===== src/wdg_defs.svh =====
`ifndef WDG_DEFS_SVH
`define WDG_DEFS_SVH

// register map (byte addresses on the plain register port)
`define WDG_ADDR_COUNT      8'hD8
`define WDG_ADDR_STATUS     8'hD9
`define WDG_ADDR_MASK       8'hDA
`define WDG_ADDR_INFO       8'hDB

// watchdog_count_control layout
`define WDG_BIT_ACTIVE      0
`define WDG_BIT_TRIGGER     1
`define WDG_RST_COUNT       8'hFE

// status / mask layout
`define WDG_EV_TIMEOUT      0
`define WDG_EV_TRIGGER      1
`define WDG_EV_FROZEN       2
`define WDG_RST_MASK        8'h00

// one counter stage step is this many internal clock cycles
`define WDG_PRESCALE        12'd3072
// stabilisation delay after a watchdog reset, internal clocks
`define WDG_STAB_CYCLES     12'd2048

`endif


===== src/wdg_pkg.sv =====
package wdg_pkg;

    typedef enum logic [1:0] {
        WDG_RUN,
        WDG_WAIT,
        WDG_STOP
    } wdg_mode_t;

    typedef struct packed {
        logic [7:0] addr;
        logic [7:0] wdata;
        logic       wr;
        logic       rd;
    } wdg_bus_t;

    typedef enum logic [1:0] {
        WDG_ST_RUN,
        WDG_ST_HOLD
    } wdg_state_t;

endpackage : wdg_pkg


===== src/wdg_core.sv =====
`timescale 1ns/1ps
`include "wdg_defs.svh"
// Operation
// - active counter's top stage (bit 6) dropping to zero asserts internal chip reset
// - software option: inactive until activation bit written one
// - once active, deactivation writes ignored until chip reset
// - hardware option: always active, stop acts as wait, counting goes on
// - external stop control, pin low: stop acts as wait, count continues
// - external stop control, pin high: stop freezes counter, true stop
// - leaving stop by interrupt resumes count from held value
// - any reset loads register with FEh
// - reset-trigger bit going one to zero resets immediately
// - period bits map reversed: bit 7 is counter lsb stage
// - only six low stages set timeout; fires when top stage drops
// - timeout spans 3072 to 196608 clocks in 64 steps
// - watchdog reset restarts chip with stabilisation delay
// - hardware option: activation bit reads one, unwritable
module wdg_core
    import wdg_pkg::*;
#(
    parameter bit HW_ACTIVATION = 1'b0,
    parameter bit EXT_STOP_CTRL = 1'b0,
    parameter int PRESCALE      = `WDG_PRESCALE,
    parameter int STAB_CYCLES   = `WDG_STAB_CYCLES
) (
    input  wire logic       i_sys_clk,
    input  wire logic       i_resetn,
    input  wire logic [7:0] i_addr,
    input  wire logic [7:0] i_wdata,
    input  wire logic       i_wr,
    input  wire logic       i_rd,
    input  wire logic       i_stop_req,
    input  wire logic       i_wake,
    input  wire logic       i_nmi_pin,
    output logic [7:0]      o_rdata,
    output logic            o_chip_reset,
    output logic            o_stop_mode,
    output logic            o_irq
);

    // both counters are 12 bits wide
    if (PRESCALE < 1 || PRESCALE > 4095 || STAB_CYCLES < 1
        || STAB_CYCLES > 4095) begin : g_bad_counts
        $error("wdg_core: counts must fit in 12 bits");
    end

    ////////////////////////////////////////////////////////////////////
    // bus and pin capture

    wdg_bus_t   bus;
    logic       nmi_meta;
    logic       nmi_sync;

    assign bus = '{addr: i_addr, wdata: i_wdata, wr: i_wr, rd: i_rd};

    always_ff @(posedge i_sys_clk or negedge i_resetn) begin
        if (!i_resetn) begin
            nmi_meta <= 1'b0;
            nmi_sync <= 1'b0;
        end else begin
            nmi_meta <= i_nmi_pin;
            nmi_sync <= nmi_meta;
        end
    end

    // reverse register bits 7..1 into counter order (stage 0 = lsb)
    function automatic logic [6:0] reg_to_cnt(input logic [7:0] r);
        logic [6:0] c;
        c = '0;
        for (int k = 0; k < 7; k++) begin
            c[k] = r[7-k];
        end
        return c;
    endfunction : reg_to_cnt

    ////////////////////////////////////////////////////////////////////
    // state

    logic [6:0]  count;
    logic        active;
    logic [11:0] pre;
    logic [11:0] stab;
    logic        in_reset;
    wdg_mode_t   mode;
    logic [7:0]  status;
    logic [7:0]  mask;

    wire wr_count  = bus.wr && bus.addr == `WDG_ADDR_COUNT;
    wire wr_status = bus.wr && bus.addr == `WDG_ADDR_STATUS;
    wire wr_mask   = bus.wr && bus.addr == `WDG_ADDR_MASK;

    // hardware option pins activation high; software bit is one-way
    wire is_active = HW_ACTIVATION || active;

    // stop becomes wait while active unless the pin allows a true stop
    wire stop_ok   = !is_active
                   || (EXT_STOP_CTRL && nmi_sync);
    wire frozen    = (mode == WDG_STOP);

    wire [6:0] wr_cnt = reg_to_cnt(bus.wdata);
    wire pre_tick  = (pre == 12'(PRESCALE - 1));
    // the stage at bit 6 dropping to zero ends the period
    wire timeout   = is_active && !frozen && pre_tick && !wr_count
                   && count[6] && (count[5:0] == 6'h00);
    wire trig_drop = wr_count && count[6] && !bus.wdata[`WDG_BIT_TRIGGER]
                   && !in_reset;
    wire fire      = (timeout || trig_drop) && !in_reset;

    wire [7:0] events = {5'h00, frozen, trig_drop, timeout};
    wire [7:0] next_status = (status & ~(wr_status ? bus.wdata : 8'h00))
                           | events;

    wire [7:0] count_reg = {reg_to_cnt({count, 1'b0}),
                            1'b0} | {7'h00, is_active};

    ////////////////////////////////////////////////////////////////////
    // counter and activation

    always_ff @(posedge i_sys_clk or negedge i_resetn) begin
        if (!i_resetn) begin
            count  <= 7'h7F;
            active <= 1'b0;
            pre    <= 12'h000;
        end else if (in_reset) begin
            count  <= 7'h7F;
            active <= 1'b0;
            pre    <= 12'h000;
        end else if (wr_count) begin
            count  <= wr_cnt;
            active <= active | bus.wdata[`WDG_BIT_ACTIVE];
            pre    <= 12'h000;
        end else if (!frozen) begin
            pre <= pre_tick ? 12'h000 : pre + 12'h001;
            if (pre_tick)
                count <= count - 7'h01;
        end
    end

    ////////////////////////////////////////////////////////////////////
    // chip reset with stabilisation delay

    always_ff @(posedge i_sys_clk or negedge i_resetn) begin
        if (!i_resetn) begin
            in_reset     <= 1'b0;
            stab         <= 12'h000;
            o_chip_reset <= 1'b0;
        end else if (fire) begin
            in_reset     <= 1'b1;
            stab         <= 12'(STAB_CYCLES - 1);
            o_chip_reset <= 1'b1;
        end else if (in_reset) begin
            stab         <= stab - 12'h001;
            in_reset     <= (stab != 12'h000);
            o_chip_reset <= (stab != 12'h000);
        end
    end

    ////////////////////////////////////////////////////////////////////
    // power mode

    always_ff @(posedge i_sys_clk or negedge i_resetn) begin
        if (!i_resetn) begin
            mode        <= WDG_RUN;
            o_stop_mode <= 1'b0;
        end else begin
            case (mode)
                WDG_RUN: begin
                    // a reset firing now wins over a stop request
                    if (i_stop_req && !in_reset && !fire) begin
                        mode        <= stop_ok ? WDG_STOP : WDG_WAIT;
                        o_stop_mode <= stop_ok;
                    end
                end
                WDG_WAIT, WDG_STOP: begin
                    if (i_wake || in_reset) begin
                        mode        <= WDG_RUN;
                        o_stop_mode <= 1'b0;
                    end
                end
                default: begin
                    mode        <= WDG_RUN;
                    o_stop_mode <= 1'b0;
                end
            endcase
        end
    end

    ////////////////////////////////////////////////////////////////////
    // events, mask, read port

    wire [7:0] rd_mux =
        (bus.addr == `WDG_ADDR_COUNT)  ? count_reg :
        (bus.addr == `WDG_ADDR_STATUS) ? status :
        (bus.addr == `WDG_ADDR_MASK)   ? mask :
        (bus.addr == `WDG_ADDR_INFO)   ? {6'h00, EXT_STOP_CTRL,
                                          HW_ACTIVATION} : 8'h00;

    always_ff @(posedge i_sys_clk or negedge i_resetn) begin
        if (!i_resetn) begin
            status  <= 8'h00;
            mask    <= `WDG_RST_MASK;
            o_irq   <= 1'b0;
            o_rdata <= 8'h00;
        end else begin
            status  <= next_status;          // set wins over clear
            mask    <= wr_mask ? bus.wdata : mask;
            o_irq   <= |(next_status & (wr_mask ? bus.wdata : mask));
            o_rdata <= bus.rd ? rd_mux : 8'h00;
        end
    end

endmodule : wdg_core


===== config.mk =====
export PLATFORM = sky130hd
export DESIGN_NAME = wdg_core
export DESIGN_NICKNAME = d
export VERILOG_FILES = /design/src/wdg_pkg.sv /design/src/wdg_core.sv
export VERILOG_INCLUDE_DIRS = /design/src /design/src/src
export SDC_FILE = /design/constraint.sdc
export NUM_CORES = 1
export LEC_CHECK = 0
export BUFFER_PORTS_ARGS = -buffer_cell sky130_fd_sc_hd__buf_4
export CAP_MARGIN = 20
export CORE_ASPECT_RATIO = 1.1
export CORE_MARGIN = 2
export CORE_UTILIZATION = 59
export CTS_CLUSTER_SIZE = 14
export DETAILED_ROUTE_END_ITERATION = 16
export HOLD_SLACK_MARGIN = 0.15
export PLACE_DENSITY = 0.86
export SYNTH_ARGS = -nofsm -noshare
export SYNTH_HDL_FRONTEND = slang
export SYNTH_SLANG_ARGS = --single-unit

===== constraint.sdc =====
create_clock -name i_sys_clk -period 2.1 [get_ports i_sys_clk]
set_input_delay 0.21 -clock i_sys_clk [delete_from_list [all_inputs] [get_ports i_sys_clk]]
set_output_delay 0.21 -clock i_sys_clk [all_outputs]
set_load 0.03 [all_outputs]

# Word level (Yosys, flattened, before mapping)
# Index checks and enable logic that the tools add are counted.
[word_totals] input_bits=23 regBits=62 word_cells=91
[op_classes] reduce_logical=32 bitwise=6 n_eq_ne=9 n_mux=29 n_addsub=3
[op_table] operator="$mux 12" count=6
[op_table] operator="$mux 8" count=6
[op_table] operator="$mux 7" count=4
[op_table] operator="$eq 8x8->1 const B" count=3
[op_table] operator="$and 8x8->8" count=2
[op_table] operator="$logic_and 1x1->1" count=14
[op_table] operator="$add 12x1->12 const B" count=1
[op_table] operator="$eq 12x12->1 const B" count=1
[op_table] operator="$reduce_bool 12->1" count=1
[op_table] operator="$sub 12x1->12 const B" count=1
[op_table] operator="$mux 1" count=8
[op_table] operator="$not 8->8" count=1
[op_table] operator="$or 8x1->8" count=1
[op_table] operator="$or 8x3->8" count=1
[op_table] operator="$reduce_or 8->1" count=1
[op_table] operator="$sub 7x1->7 const B" count=1
[op_table] operator="$logic_not 1->1" count=6
[op_table] operator="$logic_not 6->1" count=1
[op_table] operator="$mux 2" count=3
[op_table] operator="$ne 2x2->1 const B" count=2
[op_table] operator="$pmux 2 s2" count=1
[op_table] operator="$reduce_and 2->1" count=2
[op_table] operator="$reduce_bool 2->1" count=2
[op_table] operator="$ne 3x3->1 const B" count=1
[op_table] operator="8 further kinds" count=9

# Logic depth before layout (Yosys ltp)
[depth] depth_word=13 depth_mapped=9 mapped_depth_nobuf=7

# Least setup slack after synthesis
# No wires, ideal clock.
[synth_path] kind="reg2reg" from="reg, netlist name o_stop_mode" to="reg stab[6]" t_required_ns=1.975 stages_incl_launch_ff=8 period_less_slack_ns=2.118 setup_slack_ns=-0.018 setup_time_ns=0.125 arrival_ns=1.993 path_cell_list="dfrtp_1 -> ha_1 -> and4b_1 -> and3_1 -> clkbuf_1 -> a41oi_2 -> o21ai_0 -> mux2_2"
[synth_lines] element="end signal: assignment" line_no="wdg_core.sv:149" source="stab <= 12'(STAB_CYCLES - 1);"
[synth_lines] element="end signal: assignment" line_no="wdg_core.sv:152" source="stab <= stab - 12'h001;"
[synth_lines] element="end: declaration" line_no="wdg_core.sv:82" source="logic [11:0] stab;"

# Worst setup path in the final report
[layout_path] from="reg pre[1]" to="reg stab[8]"
[layout_via] elab_chain_len=8 word_cells_on_any_way=9 cone_classes="eq/ne (1); mux (1); reduce/logical (7)"
[layout_lines] element="start: declaration" line_no="wdg_core.sv:81" source="logic [11:0] pre;"
[layout_lines] element="start signal: assignment" line_no="wdg_core.sv:133" source="pre <= pre_tick ? 12'h000 : pre + 12'h001;"
[layout_lines] element="$eq 12x12->1 *" line_no="wdg_core.sv:101" source="wire pre_tick = (pre == 12'(PRESCALE - 1));"
[layout_lines] element="$logic_and 1x1->1 * (2 in series)" line_no="wdg_core.sv:103" source="wire timeout = is_active && !frozen && pre_tick && !wr_count"
[layout_lines] element="$logic_and 1x1->1 * (2 in series)" line_no="wdg_core.sv:104" source="&& count[6] && (count[5:0] == 6'h00);"
[layout_lines] element="$logic_or 1x1->1 *" line_no="wdg_core.sv:107" source="wire fire = (timeout || trig_drop) && !in_reset;"
[layout_lines] element="$logic_and 1x1->1 *" line_no="wdg_core.sv:107"
[layout_lines] element="$mux 12 / $reduce_bool 2->1 (equally long branches)"
# Mark *: on every way between the ends. The rest lies on a longest branch, timed or not.
# A chain may end at the register's enable or synchronous reset.

==> flow_summary_export.csv <==
group,metric,value,unit
outcome,outcome,"complete, no violations",
final_layout,fin_nets,420,
placement,placedCellCount,445,
timing,worstMarginPinSlew,0.756,ns
placement,port_buffers,32,
routing,wl_per_cell,16.7,um
clocking,cts_buffer_depth,2,
routing,first_iter_violations,224,
timing,setup_ws,0.0640,ns
logic_synthesis,synthArstFlopShare,100,%
timing,slew_headroom,49.6,%
job,cap_violations,0,
pwr,total_power,0.00335,W
routing,top_layer,"met4",
grt,grtUsageTotal,27.7,%
logic_synthesis,yosysWarningCount,0,
logic_synthesis,netlist_area,3270,um^2
routing,met3_length,405,um
logic_synthesis,ys_seq_area_share,47.0,%
worst_setup_path,crit_path_max_fanout,9,
worst_hold_path,min_path_type,"input port to flip-flop",
placement,dp_hpwl,5150,um
logic_synthesis,syn_avg_cell_area,9.69,um^2
worst_setup_path,worst_ep_arrival_time,2.25,ns
floorplanning,num_io_pins,34,
clocking,cts-root-buf,"clkbuf_8",
worst_setup_path,path_class,"flip-flop to flip-flop",
pwr,p_leak,1.70,nW
worst_setup_path,critical_path.endpoint_type,"flip-flop",
grt,grt_pass1_wl,12500,um
floorplanning,initial_utilization,60.9,%
final_layout,instances_no_fill,471,
final_layout,drive_gt1_share,23.2,%
floorplanning,fp.dieW,74.9,um
logic_synthesis,syn_inst,337,
timing,fin_skew,0.0103,ns
logic_synthesis,yosys_register_bits,61,
floorplanning,rows,28,
timing,slew_viol_final,0,
logic_synthesis,synth-edff-count,0,
worst_setup_path,cp_data_required_time,2.32,ns
timing,rsz0062_at_grt,"no",
grt,grt_max_degree,62,
routing,met2RoutedLength,3940,um
worst_setup_path,cp_top_family,"compound AO/OA/AOI/OAI gates",
floorplanning,dieArea,6150,um^2
timing,timing.hold.ws,0.162,ns
routing,vias,2873,
clocking,cts.sinks,61,
routing,drtPass1Iterations,6,
placement,dp_slack,0.0575,ns
logic_synthesis,synth-main-ff-cell,"dfrtp_1",
logic_synthesis,yosysUniqueCellTypes,53,
routing,drc,0,
clocking,clkSlewWorstSetupHoldPaths,0.07,ns
timing,fin_tns_setup,0,ns
grt,grt_pass1_vias,2691,
routing,viasPerCell,6.10,
floorplanning,die_h,82.0,um
worst_setup_path,crit_buf_inv,0,
final_layout,area_growth,22.3,%
timing,period_share,97.0,%
routing,m1WireLength,3300,um
worst_setup_path,cpPeakStageDelay,0.42,ns
grt,grt_antenna_before_repair,0,
clocking,numCtsBuffers,9,
clocking,cts_tree,"done",
routing,drt-total-wl,7890,um
grt,overflow,0,
worst_setup_path,r2r_setup_slack,0.06,ns
routing,ant_nets,0,
timing,setup_viol,0,
worst_setup_path,startpoint_type,"flip-flop",
pwr,vdd_drop_max,612,uV
clocking,insertion_delay,0.36,ns
worst_setup_path,critPathSlowestCell,"dfrtp_1",
timing,finalCriticalPeriod,2.04,ns
final_layout,diodes,0,
logic_synthesis,synth_fp_nets,366,
placement,gp_congestion,0.864,
worst_setup_path,crit_path_cell_trace,"ha_1, and4b_1, and3_2, a41o_2, a21oi_1, mux2i_1",
clocking,htreeDepth,3,
timing,max_freq,491,MHz
pwr,power_per_cell_area,840,nW/um^2
final_layout,fillCellCount,373,
timing,hold_violations,0,
final_layout,largest_registers,"pre (12), stab (12)",
floorplanning,core_area,5360,um^2
## placed cells by master (no fill, tap or decap), drive strengths merged, types with 3 or more instances in the layout
cell type and instances:
a2111oi 9, a21boi 6, a21oi 7, a221oi 5, a22oi 4, buf 45
clkbuf 12, dfrtp 54, dfstp 7, dlygate4sd3 10, ha 6, inv 9
mux2 11, mux2i 8, nand2 35, nand2b 4, nand3 12, nand4 7
nor2 52, nor2b 4, nor3 12, nor4 4, o21ai 11, o31ai 5
or2 3, or3 5, xnor2 10, xor2 4
## worst paths after layout
check,endpoint,cells after the start,start
setup / recovery,stab[8]$_DFFE_PN0P_,6,pre[1]$_DFFE_PN0P_
hold / removal,o_stop_mode$_DFFE_PN0P_,4,i_wake
setup reg to reg,stab[8]$_DFFE_PN0P_,6,pre[1]$_DFFE_PN0P_
hold reg to reg,stab[10]$_DFFE_PN0P_,1,stab[10]$_DFFE_PN0P_
max in group asynchronous,o_stop_mode$_DFFE_PN0P_,2,i_resetn
min in group asynchronous,pre[0]$_DFFE_PN0P_,2,i_resetn
## power breakdown
group          internal (W)  total, W  switching, W
Combinational      0.000320  0.000676      0.000356
Clock              0.000729   0.00119      0.000458
Sequential          0.00134   0.00149      0.000156
## synthesized netlist by cell type, drive strengths merged (6+ instances only)
master	n	area (um^2)
dfstp	7	184
mux2	11	124
dfrtp	54	1350
a21boi	6	45.0
nand2	35	131
inv	9	33.8
nor3	12	60.1
nand3	12	60.1
nor2	52	195
o21ai	11	55.1
a21oi	7	35.0
nand4	7	43.8
ha	6	75.1
mux2i	8	80.1
clkbuf	7	26.3
a2111oi	9	78.8
xnor2	10	87.6
## metrics by stage
step | utilization (%) | area [um^2]
2_1_floorplan | - | 3270
6_report | 74.5 | 3990
3_3_place_gp | 68.0 | 3640
3_5_place_dp | 68.0 | 3640
5_1_grt | 74.5 | 3990
4_1_cts | 74.0 | 3970
## metal layers
layer	track usage, %	vias to the layer above
met1	34.4	1392
met5	0	-
met4	17.1	0
li1	-	1337
met3	5.64	28
met2	43.9	116
## worst register-to-register path, cell delays in order (launching register included)
cell,delay (ns)
dfrtp_1,0.42
ha_1,0.22
and4b_1,0.26
and3_2,0.28
a41o_2,0.37
a21oi_1,0.24
mux2i_1,0.11
## logic make-up after synthesis
| logic type | after synthesis | share of synthesized area (%) |
|---|---|---|
| flip-flops | 61 | 47.0 |
| AND/OR/NAND/NOR | 155 | 24.0 |
| adder cells (fa/ha/maj) | 6 | 2.30 |
| multiplexers | 19 | 6.25 |
| AO/OA/AOI/OAI | 61 | 13.9 |
| buffers and inverters | 21 | 2.76 |
| XOR/XNOR | 14 | 3.75 |
## final cells by class
class	count	area, um^2	share of cell area [%]
multi-input combinational	255	1670	41.7
sequential	61	1540	38.5
tap	75	93.8	2.35
timing repair buffer	55	438	11.0
clock buffer	12	155	3.89
clock inverter	4	70.1	1.75
inverter	9	33.8	0.846
## timing repair
action                     CTS  global route
setup endpoints to repair    0            11
hold endpoints to repair    75             0
hold buffers                10             0
setup buffers                0             0
resized for setup            0             5
Power figures use the tool's default switching activity.
